## config.mk

```make
export PLATFORM = sky130hd
export DESIGN_NAME = acr_adc_control
export DESIGN_NICKNAME = d
export VERILOG_FILES = /design/src/acr_pkg.sv /design/src/acr_div_if.sv /design/src/acr_sync3.sv /design/src/acr_prescaler.sv /design/src/acr_adc_control.sv
export SDC_FILE = /design/constraint.sdc
export NUM_CORES = 1
export LEC_CHECK = 0
export ABC_AREA = 1
export BUFFER_PORTS_ARGS = -buffer_cell sky130_fd_sc_hd__buf_2
export CAP_MARGIN = 20
export CORE_ASPECT_RATIO = 1.5
export CORE_UTILIZATION = 45
export CTS_CLUSTER_DIAMETER = 80
export DETAILED_ROUTE_END_ITERATION = 8
export GPL_ROUTABILITY_DRIVEN = 1
export GPL_TIMING_DRIVEN = 0
export PLACE_DENSITY = 0.65
export SLEW_MARGIN = 25
export SYNTH_ARGS = -nofsm -noshare
export SYNTH_HDL_FRONTEND = slang
export SYNTH_SLANG_ARGS = --single-unit
```

## constraint.sdc

```tcl
create_clock -name clk -period 1.9 [get_ports clk]
set_input_delay 0.095 -clock clk [delete_from_list [all_inputs] [get_ports clk]]
set_output_delay 0.095 -clock clk [all_outputs]
set_load 0.02 [all_outputs]
```

## src/acr_pkg.sv

```systemverilog
`default_nettype none

package acr_pkg;

    // ****************************************************************
    // register offsets
    // ****************************************************************
    localparam logic [7:0] SCR_ADDR = 8'h3b;
    localparam logic [7:0] RESULT_ADDR = 8'h3c;
    localparam logic [7:0] DIVIDER_ADDR = 8'h3d;
    localparam logic [7:0] EVT_STATUS_ADDR = 8'h40;
    localparam logic [7:0] EVT_CLEAR_ADDR = 8'h41;
    localparam logic [7:0] EVT_ENABLE_ADDR = 8'h42;

    // ****************************************************************
    // field positions
    // ****************************************************************
    localparam int FLAG_BIT = 7;
    localparam int IRQEN_BIT = 6;
    localparam int CONT_BIT = 5;
    localparam int CHAN_LSB = 0;
    localparam int CHAN_W = 5;
    localparam int PRESCALE_LSB = 5;
    localparam int PRESCALE_W = 3;
    localparam int EVT_DONE_BIT = 0;

    // ****************************************************************
    // reset values
    // ****************************************************************
    localparam logic [7:0] SCR_RESET = 8'h1f;
    localparam logic [7:0] DIVIDER_RESET = 8'h00;
    localparam logic [7:0] RESULT_RESET = 8'h00;
    localparam logic [7:0] EVT_RESET = 8'h00;

    // ****************************************************************
    // channel codes
    // ****************************************************************
    localparam logic [4:0] CHAN_LAST_EXT = 5'h05;
    localparam logic [4:0] CHAN_RESERVED = 5'h1b;
    localparam logic [4:0] CHAN_REF_HIGH = 5'h1d;
    localparam logic [4:0] CHAN_REF_LOW = 5'h1e;
    localparam logic [4:0] CHAN_POWER_OFF = 5'h1f;

    // ****************************************************************
    // timing counts
    // ****************************************************************
    localparam logic [3:0] DIV1_LIMIT = 4'h0;
    localparam logic [3:0] DIV2_LIMIT = 4'h1;
    localparam logic [3:0] DIV4_LIMIT = 4'h3;
    localparam logic [3:0] DIV8_LIMIT = 4'h7;
    localparam logic [3:0] DIV16_LIMIT = 4'hf;
    localparam logic [3:0] SAMPLE_LAST = 4'h7;
    localparam logic [3:0] CONV_LAST = 4'hf;
    localparam logic [7:0] DAC_FIRST_TRIAL = 8'h80;

    typedef enum logic [1:0] {ST_IDLE, ST_ARMED, ST_CONV} acr_state_t;

endpackage

`default_nettype wire

```

## src/acr_div_if.sv

```systemverilog
`timescale 1ns/100ps
`default_nettype none

// prescale select going out, internal converter tick coming back
interface acr_div_if;
    logic [2:0] prescale;
    logic tick;
    modport ctrl (output prescale, input tick);
    modport div (input prescale, output tick);
endinterface

`default_nettype wire

```

## src/acr_sync3.sv

```systemverilog
`timescale 1ns/100ps
`default_nettype none

module acr_sync3 (
    // clock and reset
    input wire logic clk,
    input wire logic rst_sync_n,
    input wire logic ce,
    // signal
    input wire logic async_in,
    output logic sync_out
);
    logic q1;
    logic q2;
    logic q3;

    // three stages; the output moves only once stages two and three agree
    always_ff @(posedge clk or negedge rst_sync_n) begin
        if (!rst_sync_n) begin
            q1 <= 1'b0;
            q2 <= 1'b0;
            q3 <= 1'b0;
            sync_out <= 1'b0;
        end else if (ce) begin
            q1 <= async_in;
            q2 <= q1;
            q3 <= q2;
            if (q2 == q3) begin
                sync_out <= q3;
            end
        end
    end

    a_sync_agree: assert property (@(posedge clk) disable iff (!rst_sync_n)
        (ce && q2 == q3) |=> (sync_out == $past(q3)))
        else $error("synchroniser output missed an agreed level");
endmodule

`default_nettype wire

```

## src/acr_prescaler.sv

```systemverilog
`timescale 1ns/100ps
`default_nettype none

module acr_prescaler import acr_pkg::*; (
    // clock and reset
    input wire logic clk,
    input wire logic rst_sync_n,
    input wire logic ce,
    // select and tick
    acr_div_if.div div_bus
);
    logic [3:0] cnt;
    logic [3:0] limit;

    always_comb begin
        case (div_bus.prescale)
            3'h0: limit = DIV1_LIMIT;
            3'h1: limit = DIV2_LIMIT;
            3'h2: limit = DIV4_LIMIT;
            3'h3: limit = DIV8_LIMIT;
            default: limit = DIV16_LIMIT;
        endcase
    end

    // compare with >= so a smaller ratio chosen mid-count ticks at once
    assign div_bus.tick = (cnt >= limit);

    always_ff @(posedge clk or negedge rst_sync_n) begin
        if (!rst_sync_n) begin
            cnt <= 4'h0;
        end else if (ce) begin
            cnt <= div_bus.tick ? 4'h0 : cnt + 4'h1;
        end
    end

    a_div_two: assert property (@(posedge clk) disable iff (!rst_sync_n)
        (ce && div_bus.tick && div_bus.prescale == 3'h1)
        ##1 (ce && div_bus.prescale == 3'h1) [*2]
        |-> (div_bus.tick && !$past(div_bus.tick)))
        else $error("divide by two tick spacing wrong");

    a_div_sixteen: assert property (@(posedge clk) disable iff (!rst_sync_n)
        (ce && div_bus.tick && div_bus.prescale[2]) ##1 (ce && div_bus.prescale[2])
        ##1 div_bus.prescale[2]
        |-> (!div_bus.tick && cnt == 4'h1))
        else $error("divide by sixteen restarted early");
endmodule

`default_nettype wire

```

## src/acr_adc_control.sv

```systemverilog
`timescale 1ns/100ps
`default_nettype none

module acr_adc_control import acr_pkg::*; (
    // clock, reset, enable
    input wire logic clk,
    input wire logic rst_n,
    input wire logic ce,
    // register port
    input wire logic [7:0] addr,
    input wire logic [7:0] wr_data,
    input wire logic wr,
    input wire logic rd,
    output logic [7:0] rd_data,
    // interrupt
    output logic irq,
    // analog front end
    input wire logic comp_high,
    output logic [4:0] mux_select,
    output logic power_off,
    output logic sample_hold,
    output logic [7:0] dac_code
);

    // ****************************************************************
    // declarations
    // ****************************************************************
    logic rst_q1;
    logic rst_ok;
    logic comp_sync;
    logic irq_en;
    logic continuous;
    logic flag;
    logic conv_pending;
    logic [2:0] prescale;
    logic [7:0] result;
    logic evt_status;
    logic evt_enable;
    acr_state_t state;
    acr_state_t next_state;
    logic [3:0] bit_cnt;
    logic [3:0] next_cnt;
    logic [2:0] trial_bit;
    logic [7:0] next_code;
    logic [7:0] read_value;
    logic wr_scr;
    logic wr_div;
    logic wr_clr;
    logic wr_en;
    logic rd_result;
    logic wr_off;
    logic tick;
    logic conv_done;
    logic set_flag;
    logic set_pending;
    logic clr_flag;

    acr_div_if div_bus ();

    // ****************************************************************
    // reset release and input synchroniser
    // ****************************************************************

    // release through two stages so every flop leaves reset on one edge
    always_ff @(posedge clk or negedge rst_n) begin
        if (!rst_n) begin
            rst_q1 <= 1'b0;
            rst_ok <= 1'b0;
        end else if (ce) begin
            rst_q1 <= 1'b1;
            rst_ok <= rst_q1;
        end
    end

    acr_sync3 u_comp_sync (
        .clk(clk),
        .rst_sync_n(rst_ok),
        .ce(ce),
        .async_in(comp_high),
        .sync_out(comp_sync)
    );

    // internal converter clock from the prescaler
    assign div_bus.prescale = prescale;
    assign tick = div_bus.tick;

    acr_prescaler u_prescaler (
        .clk(clk),
        .rst_sync_n(rst_ok),
        .ce(ce),
        .div_bus(div_bus)
    );

    // ****************************************************************
    // register decode
    // ****************************************************************
    assign wr_scr = wr && (addr == SCR_ADDR);
    assign wr_div = wr && (addr == DIVIDER_ADDR);
    assign wr_clr = wr && (addr == EVT_CLEAR_ADDR);
    assign wr_en = wr && (addr == EVT_ENABLE_ADDR);
    assign rd_result = rd && (addr == RESULT_ADDR);
    assign wr_off = (wr_data[CHAN_LSB +: CHAN_W] == CHAN_POWER_OFF);

    // last of sixteen converter clocks inside a conversion
    assign conv_done = (state == ST_CONV) && tick && (bit_cnt == CONV_LAST);

    // ****************************************************************
    // control fields
    // ****************************************************************

    // reset leaves single mode with interrupts off
    always_ff @(posedge clk or negedge rst_ok) begin
        if (!rst_ok) begin
            irq_en <= SCR_RESET[IRQEN_BIT];
            continuous <= SCR_RESET[CONT_BIT];
        end else if (ce && wr_scr) begin
            irq_en <= wr_data[IRQEN_BIT];
            continuous <= wr_data[CONT_BIT];
        end
    end

    // channel code drives the analog mux directly
    always_ff @(posedge clk or negedge rst_ok) begin
        if (!rst_ok) begin
            mux_select <= SCR_RESET[CHAN_LSB +: CHAN_W];
        end else if (ce && wr_scr) begin
            mux_select <= wr_data[CHAN_LSB +: CHAN_W];
        end
    end

    // all-ones code switches the analog part off
    always_ff @(posedge clk or negedge rst_ok) begin
        if (!rst_ok) begin
            power_off <= (SCR_RESET[CHAN_LSB +: CHAN_W] == CHAN_POWER_OFF);
        end else if (ce && wr_scr) begin
            power_off <= wr_off;
        end
    end

    // prescale select, low five bits are not stored
    always_ff @(posedge clk or negedge rst_ok) begin
        if (!rst_ok) begin
            prescale <= DIVIDER_RESET[PRESCALE_LSB +: PRESCALE_W];
        end else if (ce && wr_div) begin
            prescale <= wr_data[PRESCALE_LSB +: PRESCALE_W];
        end
    end

    // ****************************************************************
    // conversion sequencer
    // ****************************************************************

    // a write while converting aborts and rearms, or goes idle for the power-off code, so software never
    // sees a result built from two channels
    always_comb begin
        next_state = state;
        case (state)
            ST_IDLE: begin
                // a control write with any code but power off arms a start
                if (wr_scr && !wr_off) begin
                    next_state = ST_ARMED;
                end
            end
            ST_ARMED: begin
                if (wr_scr) begin
                    next_state = wr_off ? ST_IDLE : ST_ARMED;
                end else if (tick) begin
                    next_state = ST_CONV;
                end
            end
            ST_CONV: begin
                if (wr_scr) begin
                    next_state = wr_off ? ST_IDLE : ST_ARMED;
                end else if (conv_done) begin
                    // single mode stops after one result
                    next_state = continuous ? ST_CONV : ST_IDLE;
                end
            end
            default: next_state = ST_IDLE;
        endcase
    end

    always_ff @(posedge clk or negedge rst_ok) begin
        if (!rst_ok) begin
            state <= ST_IDLE;
        end else if (ce) begin
            state <= next_state;
        end
    end

    // step counter, wraps from fifteen to zero on restart
    always_comb begin
        if (next_state != ST_CONV) begin
            next_cnt = 4'h0;
        end else if (state == ST_CONV && tick) begin
            next_cnt = bit_cnt + 4'h1;
        end else begin
            next_cnt = bit_cnt;
        end
    end

    always_ff @(posedge clk or negedge rst_ok) begin
        if (!rst_ok) begin
            bit_cnt <= 4'h0;
            sample_hold <= 1'b0;
        end else if (ce) begin
            bit_cnt <= next_cnt;
            sample_hold <= (next_state == ST_CONV) && (next_cnt <= SAMPLE_LAST);
        end
    end

    // ****************************************************************
    // successive approximation
    // ****************************************************************

    // the comparator answer lags the dac by about four system clocks;
    // slow prescale settings leave it time to settle
    always_comb begin
        trial_bit = 3'(CONV_LAST - bit_cnt);
        next_code = dac_code;
        next_code[trial_bit] = comp_sync;
        if (trial_bit != 3'h0) begin
            next_code[trial_bit - 3'h1] = 1'b1;
        end
    end

    always_ff @(posedge clk or negedge rst_ok) begin
        if (!rst_ok) begin
            dac_code <= 8'h00;
        end else if (ce && state == ST_CONV && tick && !wr_scr) begin
            if (bit_cnt == SAMPLE_LAST) begin
                dac_code <= DAC_FIRST_TRIAL;
            end else if (bit_cnt > SAMPLE_LAST) begin
                dac_code <= next_code;
            end
        end
    end

    // load result at every conversion end
    // no check for an unread previous value
    // unused codes are converted as is, no fixup
    always_ff @(posedge clk or negedge rst_ok) begin
        if (!rst_ok) begin
            result <= RESULT_RESET;
        end else if (ce && conv_done && !wr_scr) begin
            result <= next_code;
        end
    end

    // ****************************************************************
    // completion flag and interrupt
    // ****************************************************************
    assign set_flag = conv_done && !wr_scr && !irq_en;
    assign set_pending = conv_done && !wr_scr && irq_en;
    assign clr_flag = wr_scr || rd_result;

    // flag set only with interrupts off
    // write, result read and reset clear; a set wins over a clear
    always_ff @(posedge clk or negedge rst_ok) begin
        if (!rst_ok) begin
            flag <= SCR_RESET[FLAG_BIT];
        end else if (ce) begin
            if (set_flag) begin
                flag <= 1'b1;
            end else if (clr_flag) begin
                flag <= 1'b0;
            end
        end
    end

    // request raised at each end with interrupts on
    // dropped by result read or control write
    always_ff @(posedge clk or negedge rst_ok) begin
        if (!rst_ok) begin
            conv_pending <= 1'b0;
        end else if (ce) begin
            if (set_pending) begin
                conv_pending <= 1'b1;
            end else if (clr_flag) begin
                conv_pending <= 1'b0;
            end
        end
    end

    // sticky event status, cleared by writing one; set wins
    always_ff @(posedge clk or negedge rst_ok) begin
        if (!rst_ok) begin
            evt_status <= EVT_RESET[EVT_DONE_BIT];
            evt_enable <= EVT_RESET[EVT_DONE_BIT];
        end else if (ce) begin
            if (conv_done && !wr_scr) begin
                evt_status <= 1'b1;
            end else if (wr_clr && wr_data[EVT_DONE_BIT]) begin
                evt_status <= 1'b0;
            end
            if (wr_en) begin
                evt_enable <= wr_data[EVT_DONE_BIT];
            end
        end
    end

    // one output for both sources, a cycle behind the flags
    always_ff @(posedge clk or negedge rst_ok) begin
        if (!rst_ok) begin
            irq <= 1'b0;
        end else if (ce) begin
            irq <= conv_pending || (evt_status && evt_enable);
        end
    end

    // ****************************************************************
    // read port
    // ****************************************************************
    always_comb begin
        case (addr)
            // flag hidden while interrupts are on
            SCR_ADDR: read_value = {flag && !irq_en, irq_en, continuous, mux_select};
            RESULT_ADDR: read_value = result;
            DIVIDER_ADDR: read_value = {prescale, 5'h00};
            EVT_STATUS_ADDR: read_value = {7'h00, evt_status};
            EVT_ENABLE_ADDR: read_value = {7'h00, evt_enable};
            default: read_value = 8'h00;
        endcase
    end

    // data stand only in the cycle after the strobe
    always_ff @(posedge clk or negedge rst_ok) begin
        if (!rst_ok) begin
            rd_data <= 8'h00;
        end else if (ce) begin
            rd_data <= rd ? read_value : 8'h00;
        end
    end

    // ****************************************************************
    // checks
    // ****************************************************************
    a_flag_set: assert property (@(posedge clk) disable iff (!rst_ok)
        (ce && set_flag) |=> flag)
        else $error("completion flag not set at conversion end");

    a_flag_clear: assert property (@(posedge clk) disable iff (!rst_ok)
        (ce && clr_flag && !set_flag) |=> !flag)
        else $error("completion flag survived a clear");

    a_flag_hidden: assert property (@(posedge clk) disable iff (!rst_ok)
        (ce && rd && addr == SCR_ADDR && irq_en) |=> !rd_data[FLAG_BIT])
        else $error("completion flag visible with interrupts on");

    a_irq_raise: assert property (@(posedge clk) disable iff (!rst_ok)
        (ce && set_pending) ##1 ce |=> irq)
        else $error("interrupt not raised at conversion end");

    a_irq_drop: assert property (@(posedge clk) disable iff (!rst_ok)
        (ce && rd_result && !set_pending) |=> !conv_pending)
        else $error("pending request kept after result read");

    a_cont_repeat: assert property (@(posedge clk) disable iff (!rst_ok)
        (ce && conv_done && continuous && !wr_scr) |=> (state == ST_CONV && bit_cnt == 4'h0))
        else $error("continuous mode did not restart");

    a_single_stop: assert property (@(posedge clk) disable iff (!rst_ok)
        (ce && conv_done && !continuous && !wr_scr) |=> (state == ST_IDLE))
        else $error("single mode kept converting");

    a_reset_mode: assert property (@(posedge clk)
        $rose(rst_ok) |-> (!irq_en && !continuous && power_off))
        else $error("reset mode wrong");

    a_start_tick: assert property (@(posedge clk) disable iff (!rst_ok)
        (ce && state == ST_ARMED && tick && !wr_scr) |=> (state == ST_CONV && sample_hold))
        else $error("conversion did not start on tick");

    a_result_load: assert property (@(posedge clk) disable iff (!rst_ok)
        (ce && conv_done && !wr_scr) |=> (result == $past(next_code)))
        else $error("result not loaded");

    a_result_hold: assert property (@(posedge clk) disable iff (!rst_ok)
        !(ce && conv_done) |=> $stable(result))
        else $error("result changed between conversions");

    a_power_code: assert property (@(posedge clk) disable iff (!rst_ok)
        (ce && wr_scr) |=> (power_off == (mux_select == CHAN_POWER_OFF)))
        else $error("power off does not follow channel code");
endmodule

`default_nettype wire

```

# Word-level counts from Yosys, hierarchy flattened
# Index checks and enable logic that the tools add are counted.
dict set report word_totals {
  out_inout_bits 24
  regBits 57
  wordCells 121
}
dict set report op_classes {
  bitwise 1
  mux 27
  order_cmp 7
  reduce_logical 42
  n_eq_ne 17
  add_sub_neg 4
}
# op count
set op_table {}
lappend op_table {{8-bit case mux with 5 select lines} 1}
lappend op_table {{8-bit 2-to-1 mux} 4}
lappend op_table {{8-bit by 6-bit equality test with 1-bit output (second input constant)} 3}
lappend op_table {{8-bit by 7-bit equality test with 1-bit output (second input constant)} 3}
lappend op_table {{1-bit logical AND} 24}
lappend op_table {{4-bit case mux with 4 select lines} 1}
lappend op_table {{2-bit 2-to-1 mux} 6}
lappend op_table {{4-bit 2-to-1 mux} 3}
lappend op_table {{2-bit AND reduction} 6}
lappend op_table {{4-bit by 1-bit adder with 4-bit output (second input constant)} 2}
lappend op_table {{8-bit bitwise mux} 1}
lappend op_table {{3-bit by 4-bit less-than comparator with 1-bit output (second input constant)} 2}
lappend op_table {{1-bit 2-to-1 mux} 8}
lappend op_table {{8-bit bitwise OR} 1}
lappend op_table {{2-bit nonzero test} 4}
lappend op_table {{1-bit demux with 3-bit select} 2}
lappend op_table {{3-bit by 2-bit equality test with 1-bit output (second input constant)} 2}
lappend op_table {{3-bit by 1-bit >= comparator with 1-bit output (second input constant)} 2}
lappend op_table {{2-bit case mux with 3 select lines} 1}
lappend op_table {{5-bit equality test (second input constant)} 1}
lappend op_table {{2-bit equality test (second input constant)} 2}
lappend op_table {{4-bit by 3-bit equality test with 1-bit output (second input constant)} 1}
lappend op_table {{4-bit equality test (second input constant)} 1}
lappend op_table {{4-bit >= comparator} 1}
lappend op_table {{other kinds (13)} 16}

# Longest topological paths before layout
# Gate-level depths: netlist of the first run.
dict set report logic_depth {
  depth_word 12
  mapped_depth 16
  mapped_depth_nobuf 15
}

# Hierarchy
# A second synthesis of the first run with hierarchy kept.
dict set report unflattened {
  hier_cells 398
  area_unflattened_um2 3089.2
}
# module area_per_inst_um2 cells_each n_inst seq_area_each_um2
set by_module_without_submodules {}
lappend by_module_without_submodules {acr_adc_control 2617.5 336 1 1233.7}
lappend by_module_without_submodules {acr_prescaler 307.8 42 1 100.1}
lappend by_module_without_submodules {acr_sync3 163.9 20 1 100.1}

# Worst setup path before layout of the first run
# OpenSTA, ideal clock, no wires.
dict set report synth_path {
  path_kind {register to register}
  from {register prescale[0], in the netlist div_bus.prescale[0]}
  to {register dac_code[5]}
  synth_period_minus_slack_ns 1.828
  n_path_buf 1
  setup_slack_ns 0.072
  t_arrival_ns 1.710
  required_time_ns 1.782
  setup_time_ns 0.118
  path_stages_with_launch 14
  cell_sequence {dfrtp_1 nor2_1 nand2_1 ha_1 nand4_2 nand3_4 nand2_2 inv_2 nand2_2 nor2_4 nand2_4 buf_6 nand2_1 o21ai_2}
}
dict set report synth_between {
  elab_chain_cells 6
}
# element line_no
set synth_rtl {}
lappend synth_rtl {{start: declaration} acr_adc_control.sv:35} ;# logic [2:0] prescale;
lappend synth_rtl {{start signal: assignment} acr_adc_control.sv:143} ;# prescale <= DIVIDER_RESET[PRESCALE_LSB +: PRESCALE_W];
lappend synth_rtl {{start signal: assignment} acr_adc_control.sv:145} ;# prescale <= wr_data[PRESCALE_LSB +: PRESCALE_W];
lappend synth_rtl {{3-bit by 2-bit equality test with 1-bit output, or another cell as far along} acr_prescaler.sv:16} ;# case (div_bus.prescale)
lappend synth_rtl {{4-bit case mux with 4 select lines (*)} acr_prescaler.sv:16}
lappend synth_rtl {{4-bit >= comparator (*)} acr_prescaler.sv:26} ;# assign div_bus.tick = (cnt >= limit);
lappend synth_rtl {{1-bit logical AND (*) (2 in series)} acr_adc_control.sv:230} ;# end else if (ce && state == ST_CONV && tick && !wr_scr) begin
lappend synth_rtl {{2-bit AND reduction (no line) (*)} n/a}
lappend synth_rtl {{end signal: assignment} acr_adc_control.sv:234} ;# dac_code <= next_code;
lappend synth_rtl {{end: declaration} acr_adc_control.sv:22} ;# output logic [7:0] dac_code
# Every way passes the cells marked *; elsewhere a longest branch is shown, timed or not.
# A chain may end at the register's enable or synchronous reset.

# Worst setup path after layout of the first run
dict set report layout_path {
  from {register prescale[2], in the netlist div_bus.prescale[2]}
  to {register dac_code[7]}
}
# Same word-level chain as after synthesis.

==> impl_metrics.json, run 1 <==
{
  "relSlewSlack": 0.608,
  "period_minus_slack_ps": 1920,
  "die_w_um": 70.0,
  "synth_nets": 411,
  "fillers": 618,
  "synthAdderAreaFrac": 0.0280,
  "synth_compound_area_frac": 0.129,
  "hold_class": "primary input to flop",
  "fp-row-count": 36,
  "place_congestion": 0.911,
  "grt_antenna_before_repair": 0,
  "diodes": 0,
  "via_count": 2818,
  "cap_violations": 0,
  "drt-pass1-iter-count": 5,
  "core_um2": 6620,
  "clk_latency_ps": 340,
  "multi_input_area_um2": 1570,
  "cts_tree": "built",
  "design.die.area_um2": 7290,
  "synth_top_area_frac": 0.408,
  "grt_usage": 0.228,
  "drc": 0,
  "path_class": "flop to flop",
  "die_y_um": 104,
  "synthXorXnorAreaFrac": 0.00841,
  "layout.nets": 490,
  "routed_wirelength_um": 7820,
  "status": "finished, violations left",
  "area_delta_synth_final_pct": 28.0,
  "muxShareOfSynthArea": 0.00721,
  "drv_slew": 0,
  "clkTransAtPathRegs_ps": 70,
  "synth_seq_area_share": 0.459,
  "synthTopCellsByArea": "dfrtp_1 (41%), nand2_1 (14%), dfstp_2 (5.0%), inv_1 (4.7%), o21ai_2 (4.2%)",
  "start_util": 0.472,
  "post-dp-hpwl_um": 5640,
  "max_freq_ghz": 0.520,
  "worst_setup_path_end_kind": "flop",
  "async_flop_share": 1.00,
  "final_util": 0.604,
  "cp-start-kind": "flop",
  "max_slew.worst_pin.slew_ps": 588,
  "fin_ws_ps": -22.9,
  "placed_area_um2": 3480,
  "max_stage_delay_ps": 420,
  "finalCritPeriodShare": 1.01,
  "rsz0062_at_grt": "true",
  "portBuffers": 45,
  "crit_top_cell": "nand2_4",
  "cts_buffers": 9,
  "grt-ovfl-total": 0,
  "ys_ff_latch": 57,
  "setup_tns_ps": -61.2,
  "worst_ep_required_time_ps": 2130,
  "htree_levels": 3,
  "setup_violations": 4,
  "synth_area_um2": 3120,
  "ios": 46,
  "ant_nets": 0,
  "cp_max_fo": 7,
  "yosys.area.top_type": "dfrtp_1",
  "synth_cell_types": 37,
  "seq_area_um2": 1440,
  "crit_slowest_cell": "dfrtp_1",
  "ir_worst_vdd_mv": 0.532,
  "syn_avg_cell_area_um2": 8.18,
  "drtIter0Drc": 130,
  "synth_top_family_by_area": "simple AND/OR/NAND/NOR gates",
  "numClockSinks": 57,
  "cts_buffer_depth": 2,
  "drive_gt1_frac": 0.324,
  "cts-root-buf": "clkbuf_8",
  "synthMostInstantiatedCell": "nand2_1",
  "grt_max_degree": 53,
  "violations": "setup timing",
  "p_per_area_nw_per_um2": 726,
  "fin_skew_ps": 9.19,
  "fin_area_um2": 4000,
  "p_leak_nw": 2.05,
  "drt-wirelength-per-cell_um": 14.4,
  "synth_cells": 382,
  "hold_ws_ps": 26.1,
  "ys.flop_type": "dfrtp_1",
  "grt_pass1_wl_um": 13100,
  "synth-simple-area-share": 0.293,
  "avgViaCountPerCell": 5.20,
  "cp_cell_sequence": "inv_2 -> nand2_1 -> ha_4 -> nand4_4 -> nand3_4 -> nand2_4 -> inv_4 -> nand2_4 -> nor2_4 -> nand2_4 -> buf_8 -> nand2_2 -> o21ai_2",
  "grt_pass1_vias": 2774,
  "synth_edf_count": 0,
  "ys_top_cells_by_count": "nand2_1 (119), dfrtp_1 (51), inv_1 (39)",
  "arrival_ps": 2150,
  "yosys_warnings": 0,
  "hold_viol": 0
}
[final timing paths]
kind / start / to / slack (ps) / depth (start not counted)
min in group asynchronous: rst_n / rst_ok / 100 / 2
max reg2reg: div_bus.prescale[2] / dac_code[7] / -20 / 13
min reg2reg: rst_ok / u_prescaler.cnt[0] / 120 / 0
min: rd / rd_data[1] / 30 / 3
max in group asynchronous: rst_ok / mux_select[2] / 1250 / 1
max: div_bus.prescale[2] / dac_code[7] / -20 / 13
[final cells by class]
cell class                 count  share of cell area
multi-input combinational    270               0.393
tap                           76              0.0238
sequential                    57               0.360
clock inverter                 6             0.00876
timing repair buffer          68               0.122
inverter                      44              0.0429
buffer                        11              0.0181
clock buffer                  10              0.0319
[layer usage]
| layer | global-route usage | share of wire |
|---|---|---|
| met3 | 0.0533 | 0.030 |
| met4 | 0.0786 | 0.013 |
| met5 | 0 | 0 |
| met2 | 0.405 | 0.53 |
| met1 | 0.266 | 0.43 |
[per-stage QoR]
stage          setup WS (ps)  total power, mW  std cells
2_1_floorplan           71.7             1.70        382
3_3_place_gp            -471             1.82        503
3_5_place_dp            -186             1.85        504
4_1_cts                -16.6             2.87        540
5_1_grt                 -127             3.07        542
6_report               -22.9             2.90        542
[sequential cells by signal, indices dropped and copies added (netlist names), 2 cells and up]
register	flops
result	8
state	2
rd_data	8
mux_select	5
div_bus.prescale	3
dac_code	8
bit_cnt	4
u_prescaler.cnt	4
[cell families (layout without fill, tap and decap cells)]
kind of cell	Yosys count	count (layout)
flops	57	57
fa+ha+maj	7	7
xor+xnor	3	3
buf+inv	55	139
compound gates	62	62
simple gates	196	196
mux	2	2
[power breakdown]
| part | internal (mW) | leakage [nW] | switching [mW] |
|---|---|---|---|
| clock network | 0.463 | 0.0818 | 0.496 |
| registers | 1.30 | 0.703 | 0.0786 |
| logic | 0.223 | 1.27 | 0.343 |
[critical path: cells and delay by family (launching register included)]
kind	cells	cell delay (ps)
AND/OR/NAND/NOR	8	690
flip-flops	1	420
buffers and inverters	3	350
adder cells (fa/ha/maj)	1	290
AO/OA/AOI/OAI	1	50
[cells in the final DEF, fill, tap and decap left out, types with 3 or more instances in the layout]
master,instances
nand2_2,12
a21oi_2,3
xor2_1,3
clkinv_2,5
o21ai_2,19
clkbuf_8,9
dlygate4sd3_1,9
inv_2,3
o21ai_0,14
o21ai_1,5
buf_4,7
dfrtp_1,50
o211ai_1,5
nor2_1,19
a21oi_1,8
o31ai_1,7
nor3_1,3
clkbuf_1,5
ha_1,5
dfstp_2,6
nand3_1,21
inv_1,37
buf_6,6
buf_2,49
nand2_1,106
nand4_1,15
nand2_4,7
[repair_timing]
action / in CTS / in global routing
pin swaps: 9 / 9
buffers inserted: 9 / 2
hold endpoints to repair: 10 / 0
hold buffers: 9 / 0
gates resized for setup: 17 / 29
endpoints found under the setup margin: 15 / 24
cloned: 2 / 0
Note: power is estimated with default switching activity, not from simulation.
==> run 2: changes to the inputs <==
- CTS_BUF_LIST: default -> sky130_fd_sc_hd__clkbuf_16
==> run 2 against run 1 <==
  * The flow still finishes with violations (setup timing)
  * Clock power up 46%
  * Register-to-register slack about the same
  * Non-clock buffer count down 1
  * First-iteration DRC count down 2.3%
  * Worst hold slack worse by 16 ps
  * Critical path type unchanged
  * Highest routed layer unchanged
==> impl_metrics.json, run 2 (same netlist as run 1, synthesis figures left out) <==
{
  "fp-row-count": 36,
  "reg_top3": "dac_code x8, rd_data x8, result x8",
  "numClockSinks": 57,
  "portBuffers": 45,
  "grt_pass1_vias": 2836,
  "diodes": 0,
  "area_delta_synth_final_pct": 29.3,
  "cts_buffers": 9,
  "ir_worst_vdd_mv": 0.624,
  "fin_skew_ps": 6.36,
  "via_count": 2831,
  "path_class": "flop to flop",
  "fin_ws_ps": -10.1,
  "cts_buffer_depth": 2,
  "die_w_um": 70.0,
  "final_common_cell": "nand2_1",
  "status": "finished, violations left",
  "die_y_um": 104,
  "hold_class": "primary input to flop",
  "grt_usage": 0.233,
  "design.die.area_um2": 7290,
  "seq_area_um2": 1440,
  "worst_setup_path_end_kind": "flop",
  "multi_input_area_um2": 1540,
  "drt-wirelength-per-cell_um": 14.5,
  "drive_gt1_frac": 0.312,
  "grt_pass1_wl_um": 13400,
  "violations": "setup timing",
  "htree_levels": 3,
  "routed_wirelength_um": 7860,
  "clk_latency_ps": 320,
  "dp_cells": 504,
  "grt-ovfl-total": 0,
  "cp-start-kind": "flop",
  "layout.nets": 489,
  "cts-root-buf": "clkbuf_16",
  "fillers": 612,
  "arrival_ps": 2120,
  "rsz0062_at_grt": "true",
  "drc": 0,
  "period_minus_slack_ps": 1910,
  "finalCritPeriodShare": 1.01,
  "max_freq_ghz": 0.524,
  "place_congestion": 0.911,
  "relSlewSlack": 0.643,
  "stdcell_count": 541,
  "cap_violations": 0,
  "drv_slew": 0,
  "avgViaCountPerCell": 5.23,
  "worst_ep_required_time_ps": 2110,
  "cts_tree": "built",
  "drt-pass1-iter-count": 4,
  "p_leak_nw": 2.06,
  "grt_antenna_before_repair": 0,
  "place_ws_ps": -186,
  "ant_nets": 0,
  "post-dp-hpwl_um": 5640,
  "fin_area_um2": 4040,
  "drtIter0Drc": 127,
  "ios": 46,
  "placed_area_um2": 3480,
  "p_per_area_nw_per_um2": 827,
  "setup_tns_ps": -27.5,
  "clkTransAtPathRegs_ps": 50,
  "hold_viol": 0,
  "cp_max_fo": 7,
  "start_util": 0.472,
  "setup_violations": 3,
  "core_um2": 6620,
  "grt_max_degree": 53,
  "hold_ws_ps": 10.3,
  "max_slew.worst_pin.slew_ps": 535,
  "mostFrequentLayoutCells": "nand2_1 (110), dfrtp_1 (50), buf_2 (49)"
}
==> run 2: worst max-delay path, cell delays in order, from the launching register on <==
cell and delay, ps:
dfrtp_1 430, nor2_1 110, nand2_1 100, ha_4 290
nand4_4 80, nand3_4 120, nand2_4 60, inv_4 70
nand2_4 50, nor2_4 100, nand2_4 110, buf_8 160
nand2_2 50, o21ai_2 50
==> run 2: worst paths after layout <==
| path | start | end | slack, ps | cells past startpoint |
|---|---|---|---|---|
| worst max-delay path | div_bus.prescale[1] | dac_code[7] | -10 | 13 |
| worst min-delay path | wr_data[3] | mux_select[3] | 10 | 3 |
| worst max register to register | div_bus.prescale[1] | dac_code[7] | -10 | 13 |
| worst min register to register | rst_ok | u_prescaler.cnt[1] | 120 | 0 |
| max in group asynchronous | rst_ok | mux_select[2] | 1250 | 1 |
| min in group asynchronous | rst_n | rst_ok | 110 | 2 |
==> run 2: routing by layer <==
layer,track usage,share of wire,vias to the layer above
met5,0,0,-
met3,0.0475,0.028,9
met2,0.416,0.54,52
li1,-,-,1411
met1,0.270,0.42,1359
met4,0.0843,0.014,0
==> run 2: power breakdown <==
part,leakage [nW],internal [mW],total [mW],switching (mW)
Clock,0.132,0.864,1.40,0.540
Combinational,1.22,0.218,0.555,0.337
Sequential,0.703,1.30,1.38,0.0785
==> run 2: metrics by stage <==
stage	power [mW]	util
floorplan	1.70	-
global placement	1.82	0.520
detailed placement	1.85	0.525
CTS	3.34	0.599
global route	3.52	0.610
finish	3.34	0.610
==> run 2: final cells by class <==
cell class | count | share of cell area
Buffer | 11 | 0.0180
Multi-Input combinational cell | 270 | 0.380
Sequential cell | 57 | 0.356
Clock buffer | 9 | 0.0558
Clock inverter | 7 | 0.00960
Timing Repair Buffer | 67 | 0.115
Inverter | 44 | 0.0424
Tap cell | 76 | 0.0235
==> run 2: what timing repair did <==
item / in CTS / in global routing
pin swaps: 9 / 9
hold endpoints to repair: 8 / 0
gates cloned: 2 / 0
hold buffers: 7 / 0
endpoints found under the setup margin: 15 / 25
setup buffers: 10 / 2
gates resized for setup: 14 / 21
==> run 3: changes to the inputs <==
- SLEW_MARGIN: 25 -> 40
- SYNTH_HIERARCHICAL: default -> 1
==> run 3 against run 2 <==
  * The flow still finishes with violations (setup timing)
  * Clock skew down 2.6 ps
  * Area after synthesis shrank 1.1%
  * Clock-buffer cell count unchanged
  * Worst hold slack worse by 1.5 ps
  * First-iteration DRC count is 32% higher
  * Critical endpoint is now result[3]
  * Design area is 2.2% lower
  * Maximum frequency down 6.1%
  * Sequential power grew 25%
  * Synthesized cell count grew 4.2%
  * Critical path depth fell by 2
==> impl_metrics.json, run 3 <==
{
  "drt-wirelength-per-cell_um": 14.0,
  "mostFrequentLayoutCells": "nand2_1 (95), inv_1 (53), dfrtp_1 (50)",
  "syn_avg_cell_area_um2": 7.76,
  "max_slew.worst_pin.slew_ps": 551,
  "via_count": 2856,
  "drv_slew": 0,
  "final_util": 0.600,
  "grt_usage": 0.231,
  "synth_top_family_by_area": "simple AND/OR/NAND/NOR gates",
  "reg2reg_depth": 11,
  "grt_pass1_vias": 2715,
  "crit_path_end": "result[3]",
  "rsz0062_at_grt": "true",
  "multi_input_area_um2": 1510,
  "cp-startpoint": "div_bus.prescale[1]",
  "avgViaCountPerCell": 5.19,
  "ys.flop_type": "dfrtp_1",
  "drc": 0,
  "ir_worst_vdd_mv": 0.818,
  "grt_pass1_wl_um": 12800,
  "ios": 46,
  "drtIter0Drc": 168,
  "reg_top3": "dac_code x8, rd_data x8, result x8",
  "reg2reg_slack_ps": -140,
  "ys_ff_latch": 57,
  "area_delta_synth_final_pct": 27.8,
  "place_ws_ps": -189,
  "setup_tns_ps": -1910,
  "cts_tree": "built",
  "async_flop_share": 1.00,
  "core_um2": 6580,
  "arrival_ps": 2240,
  "ys_top_cells_by_count": "nand2_1 (105), dfrtp_1 (51), inv_1 (51)",
  "violations": "setup timing",
  "period_minus_slack_ps": 2040,
  "clkTransAtPathRegs_ps": 50,
  "synthTopCellsByArea": "dfrtp_1 (41%), nand2_1 (13%), nand3_1 (6.6%), inv_1 (6.2%), o21ai_0 (5.5%)",
  "p_leak_nw": 2.03,
  "muxShareOfSynthArea": 0.00365,
  "yosys.area.top_type": "dfrtp_1",
  "die_w_um": 69.7,
  "worst_setup_path_end_kind": "flop",
  "synthAdderAreaFrac": 0.0324,
  "relSlewSlack": 0.632,
  "grt-ovfl-total": 0,
  "clk_latency_ps": 320,
  "fp-row-count": 36,
  "drive_gt1_frac": 0.259,
  "max_freq_ghz": 0.491,
  "r2r-start": "div_bus.prescale[1]",
  "fin_skew_ps": 3.79,
  "cap_violations": 0,
  "grt_antenna_before_repair": 0,
  "seq_area_um2": 1440,
  "fin_ws_ps": -135,
  "setup_violations": 22,
  "synth_edf_count": 0,
  "status": "finished, violations left",
  "synthXorXnorAreaFrac": 0.00567,
  "cts_buffer_depth": 2,
  "post-dp-hpwl_um": 5540,
  "synth_cell_types": 33,
  "synth_top_area_frac": 0.413,
  "p_per_area_nw_per_um2": 1180,
  "synth_area_um2": 3090,
  "path_class": "flop to flop",
  "cp_max_fo": 5,
  "cts-root-buf": "clkbuf_16",
  "final_common_cell": "nand2_1",
  "cts_buffers": 9,
  "power.total_mw": 4.66,
  "numClockSinks": 57,
  "layout.nets": 499,
  "routed_wirelength_um": 7670,
  "timing.rr.end": "result[3]",
  "grt_max_degree": 36,
  "cp-start-kind": "flop",
  "hold_class": "primary input to flop",
  "synth-simple-area-share": 0.288,
  "drt-pass1-iter-count": 4,
  "worst_ep_required_time_ps": 2110,
  "die_y_um": 103,
  "synthMostInstantiatedCell": "nand2_1",
  "synth_compound_area_frac": 0.124,
  "ant_nets": 0,
  "place_congestion": 0.905,
  "fillers": 601,
  "hold_viol": 0,
  "synth_nets": 428,
  "synth_seq_area_share": 0.464,
  "design.die.area_um2": 7210,
  "synth_cells": 398,
  "start_util": 0.470,
  "portBuffers": 44,
  "yosys_warnings": 6,
  "htree_levels": 3,
  "diodes": 0,
  "finalCritPeriodShare": 1.07
}
==> run 3: per-layer routing <==
layer | up-vias | GRT usage | routed length [um] | part of all wire
met5 | - | 0 | 0 | 0
met4 | 0 | 0.122 | 257 | 0.033
met3 | 20 | 0.0591 | 235 | 0.031
met2 | 65 | 0.418 | 4000 | 0.52
met1 | 1339 | 0.252 | 3180 | 0.41
li1 | 1432 | - | - | -
==> run 3: how the worst min path moves through the flow <==
| stage | cells after the start | from | endpoint |
|---|---|---|---|
| after floorplan | 0 | rst_n | rst_ok |
| after global placement | 1 | rst_n | rst_ok |
| after detailed placement | 1 | rst_n | rst_q1 |
| after CTS | 3 | wr_data[1] | mux_select[1] |
| after global routing | 2 | wr_data[7] | div_bus.prescale[2] |
| final | 3 | wr_data[1] | mux_select[1] |
==> run 3: repair_timing <==
| item | CTS | global route |
|---|---|---|
| gates resized for setup | 16 | 20 |
| endpoints found under the hold margin | 3 | 0 |
| cloned | 1 | 0 |
| setup buffers | 10 | 2 |
| pin swaps | 7 | 12 |
| hold buffers | 2 | 0 |
| endpoints found under the setup margin | 20 | 25 |
==> run 3: logic make-up after synthesis <==
family                     Yosys count
muxes                                1
xor gates and xnor gates             2
buffers and inverters               62
and+or+nand+nor                    198
adders and majority gates            8
DFF                                 57
AOI/OAI and AO/OA                   70
==> run 3: layout make-up <==
cell class | instances | share of cell area
multi-input combinational | 279 | 0.382
sequential | 57 | 0.364
timing repair buffer | 60 | 0.0989
clock buffer | 9 | 0.0570
inverter | 54 | 0.0526
tap | 76 | 0.0241
buffer | 8 | 0.0133
clock inverter | 7 | 0.00760
==> run 3: stage by stage <==
step	instance area (um2)	cells	hold slack [ps]
5_1_grt	3950	550	5.04
3_3_place_gp	3410	518	-120
3_5_place_dp	3430	519	-117
6_report	3950	550	8.76
4_1_cts	3860	548	7.17
2_1_floorplan	3090	398	-201
==> run 3: power breakdown <==
group	internal (mW)	leakage (nW)	switching, mW
clock	0.851	0.136	0.511
sequential	1.46	0.720	0.259
combinational	0.571	1.18	1.00
==> run 3: critical path: stages, from the launching register on <==
cell and delay [ps]:
dfrtp_1 400, nor2_1 110, nand2_1 100, ha_4 280
nand4_1 150, nand3_4 150, nand2_4 80, nor3_4 190
nand3_4 170, buf_12 190, nand2_4 50, o21ai_2 40
